--- src/shared/charge_supervisor_regs.vh ---
// Register map, field positions, reset values and timing counts
`ifndef CHARGE_SUPERVISOR_REGS_VH
`define CHARGE_SUPERVISOR_REGS_VH

// ****************************************************
// Register offsets (byte addresses)
// ****************************************************
`define CTRL_OFFSET 12'h000
`define CFG_OFFSET 12'h004
`define STATUS_OFFSET 12'h008
`define FAULT_OFFSET 12'h00C
`define TIMER_OFFSET 12'h010

// ****************************************************
// Control register fields
// ****************************************************
`define CTRL_CHARGE_ALLOW_BIT 0
`define CTRL_SAFETY_TIMER_ON_BIT 1
`define CTRL_LONG_TIMER_SELECT_BIT 2
`define CTRL_SLOW_COUNT_ON_BIT 3
`define CTRL_TEMP_LIMIT_ON_BIT 4
`define CTRL_WARM_VOLTAGE_SELECT_BIT 5
`define CTRL_COOL_CURRENT_SELECT_BIT 6
`define CTRL_RESTART_BIT 7
`define CTRL_RESET 8'h1F

// ****************************************************
// Config register fields
// ****************************************************
`define CFG_MIN_SYS_LSB 0
`define CFG_MIN_SYS_RESET 3'h5

// ****************************************************
// Fault and state codes
// ****************************************************
`define CHG_FAULT_NONE 2'h0
`define CHG_FAULT_TIMER 2'h3
`define THERM_CODE_NORMAL 3'h0
`define THERM_CODE_BOOST_COLD 3'h5
`define THERM_CODE_BOOST_HOT 3'h6
`define SRC_STATE_OFF 3'h0

// ****************************************************
// Timing
// ****************************************************
`define CLK_HZ 20000000
`define TICK_SECONDS 1
`define TICK_CYCLES (`CLK_HZ * `TICK_SECONDS)
`define ALERT_US 256
`define ALERT_CYCLES ((`ALERT_US * 20) / 1)
`define LIMIT_SHORT_HOURS 2
`define LIMIT_MID_HOURS 4
`define LIMIT_LONG_HOURS 6
`define SECONDS_PER_HOUR 3600

`endif

--- src/charge_supervisor.v ---
// Charge temperature, safety timer and status supervisor
// Operation
// - New charge cycle starts only with thermistor inside coldest-to-hottest window.
// - Leaving window while charging forces zero current until it returns.
// - Warm zone picks normal or lower voltage target by warm_voltage_select.
// - Cool zone scales charge current to one of two fractions.
// - A control bit disables temperature charge limiting completely.
// - Boost outside its window suspends boost, zeros source state, loads fault.
// - Boost back inside window resumes and clears thermistor fault code.
// - Timer expiry stops charging, sets timer fault, pulses host_alert_n.
// - Short limit below low battery threshold, longer limit above it.
// - Clearing safety_timer_on disables timer expiry entirely.
// - Clearing long_timer_select shortens the longer limit to middle value.
// - Timer runs half rate during input limits, cool zone, thermal regulation.
// - Clearing slow_count_on forces full-rate counting.
// - Timer holds count while a fault suspends charging.
// - Timer clears on restart or toggling charge_enable_n or charge_allow.
// - min_sys_voltage_sel field exists with a defined reset default.
// - min_sys_reg_flag follows minimum system voltage regulation.
// - Input current and voltage limiting flags reported independently.
// - Battery below depletion turns battery_switch off, leaves supplement mode.
// - Each host alert is one fixed-length active-low pulse.
// - Top-off timer pauses and slows together with the safety timer.
`timescale 1ns/1ps
`default_nettype none
`include "charge_supervisor_regs.vh"

module charge_supervisor #(
    parameter TICK_CYCLES = `TICK_CYCLES,
    parameter ALERT_CYCLES = `ALERT_CYCLES,
    parameter SEC_PER_HOUR = `SECONDS_PER_HOUR,
    parameter TOPOFF_TICKS = 900
) (
    input wire mclk_in,
    input wire rst_n_in,
    input wire clk_en_in,
    // APB slave
    input wire psel_in,
    input wire penable_in,
    input wire pwrite_in,
    input wire [11:0] paddr_in,
    input wire [31:0] pwdata_in,
    output wire [31:0] prdata_out,
    output wire pready_out,
    output wire pslverr_out,
    // Analog comparator flags, asynchronous
    input wire ts_in_window_in,
    input wire ts_cool_in,
    input wire ts_warm_in,
    input wire ts_boost_cold_in,
    input wire ts_boost_hot_in,
    input wire vbat_above_low_in,
    input wire vbat_below_full_in,
    input wire vbat_depleted_in,
    input wire in_current_limit_in,
    input wire in_voltage_limit_in,
    input wire thermal_reg_in,
    input wire min_sys_reg_in,
    input wire charge_enable_n_in,
    input wire boost_request_in,
    input wire terminated_in,
    input wire [2:0] source_state_in,
    // Outputs
    output reg charging_out,
    output reg zero_current_out,
    output reg warm_voltage_low_out,
    output reg [1:0] current_scale_out,
    output reg boosting_out,
    output reg [2:0] input_source_state_out,
    output reg battery_switch_out,
    output reg topoff_active_out,
    output reg host_alert_n_out
);

    // ****************************************************
    // Reset release
    // ****************************************************
    reg [1:0] rst_sync_reg;
    wire rst_n = rst_sync_reg[1];

    always @(posedge mclk_in or negedge rst_n_in) begin
        if (!rst_n_in)
            rst_sync_reg <= 2'h0;
        else
            rst_sync_reg <= {rst_sync_reg[0], 1'b1};
    end

    // ****************************************************
    // Comparator synchronizers, three stages
    // ****************************************************
    localparam NSYNC = 13;
    wire ts_window_dummy = ts_in_window_in;
    wire [NSYNC-1:0] raw_in = {charge_enable_n_in, min_sys_reg_in,
        thermal_reg_in, in_voltage_limit_in, in_current_limit_in,
        vbat_depleted_in, vbat_below_full_in, vbat_above_low_in,
        ts_boost_hot_in, ts_boost_cold_in, ts_warm_in, ts_cool_in,
        ts_window_dummy};
    reg [NSYNC-1:0] s1_reg, s2_reg, s3_reg, flt_reg;

    // Change accepted once stages two and three agree
    always @(posedge mclk_in or negedge rst_n) begin
        if (!rst_n) begin
            s1_reg <= {NSYNC{1'b0}};
            s2_reg <= {NSYNC{1'b0}};
            s3_reg <= {NSYNC{1'b0}};
            flt_reg <= {NSYNC{1'b0}};
        end else if (clk_en_in) begin
            s1_reg <= raw_in;
            s2_reg <= s1_reg;
            s3_reg <= s2_reg;
            flt_reg <= (s2_reg & s3_reg) | (flt_reg & (s2_reg | s3_reg));
        end
    end

    wire in_window = flt_reg[0];
    wire cool = flt_reg[1];
    wire warm = flt_reg[2];
    wire boost_cold = flt_reg[3];
    wire boost_hot = flt_reg[4];
    wire vbat_above_low = flt_reg[5];
    wire vbat_below_full = flt_reg[6];
    wire vbat_depleted = flt_reg[7];
    wire in_cur_lim = flt_reg[8];
    wire in_volt_lim = flt_reg[9];
    wire thermal_reg = flt_reg[10];
    wire min_sys_reg = flt_reg[11];
    wire ce_n = flt_reg[12];

    // ****************************************************
    // Registers
    // ****************************************************
    reg [7:0] ctrl_reg;
    reg [2:0] min_sys_voltage_sel_reg;
    reg [1:0] charge_fault_code_reg;
    reg [2:0] thermistor_fault_code_reg;
    reg [31:0] prdata_reg;
    reg restart_reg;

    wire charge_allow = ctrl_reg[`CTRL_CHARGE_ALLOW_BIT];
    wire safety_timer_on = ctrl_reg[`CTRL_SAFETY_TIMER_ON_BIT];
    wire long_timer_select = ctrl_reg[`CTRL_LONG_TIMER_SELECT_BIT];
    wire slow_count_on = ctrl_reg[`CTRL_SLOW_COUNT_ON_BIT];
    wire temp_limit_on = ctrl_reg[`CTRL_TEMP_LIMIT_ON_BIT];
    wire warm_voltage_select = ctrl_reg[`CTRL_WARM_VOLTAGE_SELECT_BIT];
    wire cool_current_select = ctrl_reg[`CTRL_COOL_CURRENT_SELECT_BIT];

    wire wr_en = psel_in & penable_in & pwrite_in & clk_en_in;
    wire rd_setup = psel_in & ~penable_in & ~pwrite_in & clk_en_in;
    wire mapped = (paddr_in == `CTRL_OFFSET) | (paddr_in == `CFG_OFFSET) |
        (paddr_in == `STATUS_OFFSET) | (paddr_in == `FAULT_OFFSET) |
        (paddr_in == `TIMER_OFFSET);

    // Zero wait states; unmapped addresses answer with an error
    assign pready_out = 1'b1;
    assign pslverr_out = psel_in & penable_in & ~mapped;
    assign prdata_out = prdata_reg;

    // ****************************************************
    // Safety timer state
    // ****************************************************
    reg [31:0] presc_reg;
    reg half_reg;
    reg [15:0] secs_reg;
    reg [15:0] topoff_reg;
    reg ce_n_d_reg, allow_d_reg, term_d_reg;
    reg timer_fault_reg;

    wire tick = (presc_reg == TICK_CYCLES - 1);
    wire temp_ok = ~temp_limit_on | in_window;
    // Suspended while thermistor out of window or fault active
    wire susp = (temp_limit_on & ~in_window) | timer_fault_reg;
    wire enabled = charge_allow & ~ce_n & ~boost_request_in;
    wire slow = slow_count_on & (in_cur_lim | in_volt_lim |
        (temp_limit_on & cool) | thermal_reg);
    wire advance = tick & (~slow | half_reg);
    wire toggled = (ce_n != ce_n_d_reg) | (charge_allow != allow_d_reg) |
        restart_reg;
    wire [31:0] limit_hours = ~vbat_above_low ? `LIMIT_SHORT_HOURS :
        (long_timer_select ? `LIMIT_LONG_HOURS : `LIMIT_MID_HOURS);
    wire [31:0] limit_secs = limit_hours * SEC_PER_HOUR;
    wire expire = safety_timer_on & charging_out &
        ({16'h0000, secs_reg} >= limit_secs);

    // Prescaler and timer counters
    always @(posedge mclk_in or negedge rst_n) begin
        if (!rst_n) begin
            presc_reg <= 32'h00000000;
            half_reg <= 1'b0;
            secs_reg <= 16'h0000;
            topoff_reg <= 16'h0000;
            ce_n_d_reg <= 1'b1;
            allow_d_reg <= 1'b0;
            term_d_reg <= 1'b0;
        end else if (clk_en_in) begin
            ce_n_d_reg <= ce_n;
            allow_d_reg <= charge_allow;
            term_d_reg <= terminated_in;
            presc_reg <= tick ? 32'h00000000 : presc_reg + 32'h00000001;
            if (tick & slow)
                half_reg <= ~half_reg;
            if (toggled) begin
                secs_reg <= 16'h0000;
                half_reg <= 1'b0;
            end else if (charging_out & ~susp & advance) begin
                secs_reg <= secs_reg + 16'h0001;
            end
            // Top-off shares suspend and slow of the safety timer
            if (toggled | (terminated_in & ~term_d_reg))
                topoff_reg <= 16'h0000;
            else if (topoff_active_out & ~susp & advance)
                topoff_reg <= topoff_reg + 16'h0001;
        end
    end

    // ****************************************************
    // Charge, boost and switch control
    // ****************************************************
    reg [15:0] alert_cnt_reg;
    reg alert_req;

    always @* begin
        alert_req = 1'b0;
        if (expire & ~timer_fault_reg)
            alert_req = 1'b1;
        if (boosting_out & (boost_cold | boost_hot))
            alert_req = 1'b1;
    end

    always @(posedge mclk_in or negedge rst_n) begin
        if (!rst_n) begin
            charging_out <= 1'b0;
            zero_current_out <= 1'b1;
            warm_voltage_low_out <= 1'b0;
            current_scale_out <= 2'h0;
            boosting_out <= 1'b0;
            input_source_state_out <= `SRC_STATE_OFF;
            battery_switch_out <= 1'b1;
            topoff_active_out <= 1'b0;
            timer_fault_reg <= 1'b0;
            charge_fault_code_reg <= `CHG_FAULT_NONE;
            thermistor_fault_code_reg <= `THERM_CODE_NORMAL;
        end else if (clk_en_in) begin
            if (toggled) begin
                timer_fault_reg <= 1'b0;
                charge_fault_code_reg <= `CHG_FAULT_NONE;
            end
            if (expire) begin
                timer_fault_reg <= 1'b1;
                charge_fault_code_reg <= `CHG_FAULT_TIMER;
                charging_out <= 1'b0;
            end else if (~enabled) begin
                charging_out <= 1'b0;
            end else if (~charging_out & temp_ok & vbat_below_full &
                    ~timer_fault_reg & ~toggled) begin
                charging_out <= 1'b1;
            end
            zero_current_out <= ~charging_out | susp;
            warm_voltage_low_out <= temp_limit_on & warm &
                warm_voltage_select;
            // 0 full, 1 half, 2 one fifth
            current_scale_out <= (temp_limit_on & cool) ?
                (cool_current_select ? 2'h2 : 2'h1) : 2'h0;
            topoff_active_out <= charging_out & terminated_in &
                (topoff_reg < TOPOFF_TICKS);
            // Boost window check
            if (boost_request_in & (boost_cold | boost_hot)) begin
                boosting_out <= 1'b0;
                input_source_state_out <= `SRC_STATE_OFF;
                thermistor_fault_code_reg <= boost_cold ?
                    `THERM_CODE_BOOST_COLD : `THERM_CODE_BOOST_HOT;
            end else begin
                boosting_out <= boost_request_in;
                input_source_state_out <= source_state_in;
                thermistor_fault_code_reg <= `THERM_CODE_NORMAL;
            end
            // Depleted battery drops out of supplement mode
            battery_switch_out <= ~vbat_depleted;
        end
    end

    // ****************************************************
    // Host alert pulse
    // ****************************************************
    always @(posedge mclk_in or negedge rst_n) begin
        if (!rst_n) begin
            alert_cnt_reg <= 16'h0000;
            host_alert_n_out <= 1'b1;
        end else if (clk_en_in) begin
            // New request during a pulse is merged, pulse not stretched
            if (alert_cnt_reg != 16'h0000) begin
                alert_cnt_reg <= alert_cnt_reg - 16'h0001;
                host_alert_n_out <= (alert_cnt_reg == 16'h0001);
            end else if (alert_req & host_alert_n_out) begin
                alert_cnt_reg <= ALERT_CYCLES[15:0];
                host_alert_n_out <= 1'b0;
            end
        end
    end

    // ****************************************************
    // APB register access
    // ****************************************************
    always @(posedge mclk_in or negedge rst_n) begin
        if (!rst_n) begin
            ctrl_reg <= `CTRL_RESET;
            min_sys_voltage_sel_reg <= `CFG_MIN_SYS_RESET;
            restart_reg <= 1'b0;
            prdata_reg <= 32'h00000000;
        end else if (clk_en_in) begin
            restart_reg <= 1'b0;
            if (wr_en & (paddr_in == `CTRL_OFFSET)) begin
                ctrl_reg <= {1'b0, pwdata_in[6:0]};
                restart_reg <= pwdata_in[`CTRL_RESTART_BIT];
            end
            if (wr_en & (paddr_in == `CFG_OFFSET))
                min_sys_voltage_sel_reg <= pwdata_in[2:0];
            if (rd_setup) begin
                case (paddr_in)
                    `CTRL_OFFSET: prdata_reg <= {24'h000000, ctrl_reg};
                    `CFG_OFFSET:
                        prdata_reg <= {29'h0, min_sys_voltage_sel_reg};
                    // Status flags
                    `STATUS_OFFSET: prdata_reg <= {24'h000000,
                        topoff_active_out, battery_switch_out,
                        boosting_out, charging_out, in_window,
                        in_volt_lim, in_cur_lim, min_sys_reg};
                    `FAULT_OFFSET: prdata_reg <= {27'h0,
                        thermistor_fault_code_reg, charge_fault_code_reg};
                    `TIMER_OFFSET: prdata_reg <= {topoff_reg, secs_reg};
                    default: prdata_reg <= 32'h00000000;
                endcase
            end
        end
    end

endmodule // charge_supervisor
`default_nettype wire

--- config.mk ---
export PLATFORM = sky130hd
export DESIGN_NAME = charge_supervisor
export DESIGN_NICKNAME = d
export VERILOG_FILES = /design/src/charge_supervisor.v
export VERILOG_INCLUDE_DIRS = /design/src /design/src/shared
export SDC_FILE = /design/constraint.sdc
export NUM_CORES = 1
export LEC_CHECK = 0
export BUFFER_PORTS_ARGS = -buffer_cell sky130_fd_sc_hd__buf_2
export CORE_ASPECT_RATIO = 1.75
export CORE_MARGIN = 2
export CORE_UTILIZATION = 40
export CTS_CLUSTER_SIZE = 16
export DETAILED_ROUTE_END_ITERATION = 10
export SLEW_MARGIN = 5
export SYNTH_ARGS = -nofsm -noshare
export SYNTH_HDL_FRONTEND = slang
export SYNTH_SLANG_ARGS = --single-unit
--- constraint.sdc ---
create_clock -name mclk_in -period 7.6 [get_ports mclk_in]
set_input_delay 1.52 -clock mclk_in [delete_from_list [all_inputs] [get_ports mclk_in]]
set_output_delay 1.52 -clock mclk_in [all_outputs]
set_load 0.005 [all_outputs]
==> flow_metrics.py <==
metrics = {
    "global_routing": {
        "grt.overflow.total": 0,
        "first_global_vias": 7153,
        "grt_antenna_before_repair": 1,
        "maximum_number_of_pins_on_one_net_before_global_route_repair": 87,
        "grt_pass1_wl_um": 37000,
        "grt_usage_pct": 18.5,
    },
    "yosys": {
        "post_synth_mux_area_share_pct": 7.99,
        "synth_common_cells": "sky130_fd_sc_hd__dfrtp_1, sky130_fd_sc_hd__nand2_1, sky130_fd_sc_hd__nand3_1",
        "synth_top_cell_by_area": "sky130_fd_sc_hd__dfrtp_1",
        "synth-edff-count": 0,
        "synth_xor_xnor_area_share_pct": 3.58,
        "simple_gate_share_of_the_synthesized_area_pct": 20.0,
        "synth_seq_cells": 197,
        "synth.distinct_cells": 68,
        "yosysWarningCount": 0,
        "postSynthCellCount": 909,
        "synth.yosys.seq_area_share_pct": 51.9,
        "synth_area_um2": 9530,
        "synth_most_common_cell": "sky130_fd_sc_hd__dfrtp_1",
        "ys.flop_type": "sky130_fd_sc_hd__dfrtp_1",
        "netlist.area_leader.share_pct": 48.8,
        "synthTopCellsByArea": "sky130_fd_sc_hd__dfrtp_1, sky130_fd_sc_hd__mux2_2, sky130_fd_sc_hd__nand2_1",
        "synth_top_family_by_area": "simple AND/OR/NAND/NOR gates",
        "synth_area_per_cell_um2": 10.5,
        "synth-adder-area-share_pct": 1.71,
        "synth_compound_gate_area_share_pct": 11.0,
        "async_sr_flop_fraction_pct": 100,
    },
    "layout": {
        "fillerInstances": 2215,
        "post-route-util_pct": 46.3,
        "final_layout_size_suffix_gt1_share_pct": 20.4,
        "syn2layout_area_growth_pct": 13.7,
        "final_net_count": 1060,
        "postLayoutCellArea_um2": 10800,
    },
    "drt": {
        "via_count": 7060,
        "routedWlPerCell_um": 16.9,
        "dr.pass1.iters": 4,
        "wirelength_um": 21900,
        "drt_iter0_markers": 458,
        "drc": 0,
        "ant_nets": 0,
        "post_drt_via_cell_ratio": 5.44,
    },
    "clock_tree": {
        "clock_latency_ns": 0.44,
        "post-cts-setup-buffers": 0,
        "cts-root-buf": "sky130_fd_sc_hd__clkbuf_16",
        "postCtsHoldBufs": 0,
        "post_cts.resized_instances": 0,
        "h-tree-depth": 4,
        "tritoncts.num_buffers": 17,
        "tritoncts_num_sinks": 197,
        "clk_pin_slew_ns": 0.07,
        "cts_max_path_buffers": 2,
        "cts_tree": "yes",
    },
    "power": {
        "power.ir.vdd_worst_v": 0.000164,
        "post-layout-total-power_mw": 2.66,
        "powerDensity_nw_per_um2": 245,
        "total_leakage_power_nw": 5.10,
    },
    "critical_path": {
        "crit_path_max_fanout": 6,
        "reg_to_reg_start": "alert_cnt_reg[1]$_DFFE_PN0P_",
        "worstSetupPathType": "in2out",
        "reg2reg_setup_slack_ns": 4.63,
        "setup.worst_path.end": "pslverr_out",
        "setup.worst_path.start_class": "primary input",
        "worstSetupStartpoint": "paddr_in[7]",
        "setup_crit_end_kind": "output pin",
        "crit-reg2reg-capture": "alert_cnt_reg[0]$_DFFE_PN0P_",
        "cp_data_required_time_ns": 6.08,
        "r2r.worst_path.cells": 8,
        "cp.arrival_ns": 3.12,
    },
    "sta": {
        "slew_viol_final": 0,
        "hold_viol_final": 0,
        "max_slew_margin_pct": 23.3,
        "setup-violations-final": 0,
        "actual_transition_at_the_worst_max_transition_pin_ns": 1.12,
        "finalCriticalPeriod_ns": 4.64,
        "final.period_utilization_pct": 61.1,
        "fmaxAchievable_mhz": 215,
        "fin_skew_ns": 0.00816,
        "timing.hold.ws_ns": 0.362,
        "timing.setup.tns_ns": 0,
        "rsz0062_at_grt": "no",
    },
    "die": {
        "ioPinCount": 114,
        "row_count": 74,
        "die_width_um": 121,
        "initial_utilization_pct": 40.7,
        "dieArea_um2": 25100,
        "die_height_um": 208,
        "core_area_um2": 23400,
    },
    "place": {
        "placement.io_buffers": 88,
        "dp_hpwl_um": 15400,
        "place_area_um2": 10200,
        "gp_routability_congestion": 0.838,
    },
    "run_status": {
        "status": "finished, final reports clean",
    },
    "flow_run": {
        "timing.max_cap.violations": 0,
    },
    "hold_path": {
        "hold_path.class": "reg2reg",
    },
}
report_power, final:
part,switching [mW],internal [mW]
Clock,0.413,0.532
Combinational,0.226,0.173
Sequential,0.142,1.17
Total,0.781,1.88
layer usage:
metal	GRT usage [%]	vias to the layer above	wire, um
met5	0	-	0
met4	6.90	0	539
met3	3.65	33	533
met2	32.3	103	11600
met1	22.4	3505	9270
li1	-	3419	-
cell families (layout without fill, tap and decap cells):
group	after synthesis	in the layout
flip-flops	197	197
multiplexers	70	70
adder cells (fa/ha/maj)	13	13
AO/OA/AOI/OAI	160	160
AND/OR/NAND/NOR	344	344
buffers and inverters	84	166
other	2	4
XOR/XNOR	39	39
placed cells by master, fill, tap and decap left out, types with 5 or more instances in the layout:
cell                        Yosys  routed
sky130_fd_sc_hd__or4_1          6       6
sky130_fd_sc_hd__dfstp_2       11      11
sky130_fd_sc_hd__mux2_2        39      39
sky130_fd_sc_hd__clkbuf_16      0      17
sky130_fd_sc_hd__xor2_1        18      18
sky130_fd_sc_hd__nor2_1        30      29
sky130_fd_sc_hd__buf_2          6      87
sky130_fd_sc_hd__a22o_1        27      27
sky130_fd_sc_hd__o21ai_0       56      56
sky130_fd_sc_hd__clkinv_4       0       6
sky130_fd_sc_hd__mux2i_1       30      30
sky130_fd_sc_hd__nor3_1        17      16
sky130_fd_sc_hd__ha_1          13      13
sky130_fd_sc_hd__and3_1        15      15
sky130_fd_sc_hd__nand2b_1      28      28
sky130_fd_sc_hd__nor4_1        20      20
sky130_fd_sc_hd__nand2_1       88      88
sky130_fd_sc_hd__nor4b_1        6       5
sky130_fd_sc_hd__a21oi_1       38      38
sky130_fd_sc_hd__nand3_1       61      61
sky130_fd_sc_hd__and2_1         6       6
sky130_fd_sc_hd__nand4_1       23      23
sky130_fd_sc_hd__or3_1          9       9
sky130_fd_sc_hd__and4_1         5       5
sky130_fd_sc_hd__xnor2_1       21      21
sky130_fd_sc_hd__inv_1         39      39
sky130_fd_sc_hd__dfrtp_1      186     185
sky130_fd_sc_hd__buf_4          4       8
worst max-delay path, cell delays in order:
cell and delay [ns]:
sky130_fd_sc_hd__buf_2 0.09, sky130_fd_sc_hd__or4_1 0.60, sky130_fd_sc_hd__nor4_2 0.64, sky130_fd_sc_hd__nor3_1 0.11, sky130_fd_sc_hd__buf_2 0.17
through the flow:
stage                     cells  setup WS, ns
final                      1297          2.96
after global routing       1297          2.89
after CTS                  1296          2.98
after detailed placement   1264          2.99
after global placement     1264          3.02
after floorplan             910          1.72
final cells by class:
| class | instances | area, um2 | share of cell area [%] |
|---|---|---|---|
| tap | 304 | 380 | 3.51 |
| inverter | 39 | 146 | 1.35 |
| clock inverter | 13 | 174 | 1.60 |
| sequential | 197 | 4950 | 45.6 |
| timing repair buffer | 95 | 495 | 4.57 |
| clock buffer | 19 | 443 | 4.08 |
| antenna | 1 | 2.50 | 0.0231 |
| multi-input combinational | 629 | 4260 | 39.2 |
worst min-delay path by stage:
stage / start / depth (start not counted) / slack, ns / endpoint
floorplan: rst_sync_reg[0]$_DFF_PN0_ / 0 / 0.33 / rst_sync_reg[1]$_DFF_PN0_
global placement: rst_sync_reg[0]$_DFF_PN0_ / 0 / 0.34 / rst_sync_reg[1]$_DFF_PN0_
finish: rst_sync_reg[0]$_DFF_PN0_ / 0 / 0.36 / rst_sync_reg[1]$_DFF_PN0_
global route: rst_sync_reg[0]$_DFF_PN0_ / 0 / 0.37 / rst_sync_reg[1]$_DFF_PN0_
detailed placement: rst_sync_reg[0]$_DFF_PN0_ / 0 / 0.35 / rst_sync_reg[1]$_DFF_PN0_
CTS: rst_sync_reg[0]$_DFF_PN0_ / 0 / 0.37 / rst_sync_reg[1]$_DFF_PN0_
(Power assumes the default switching activity.)
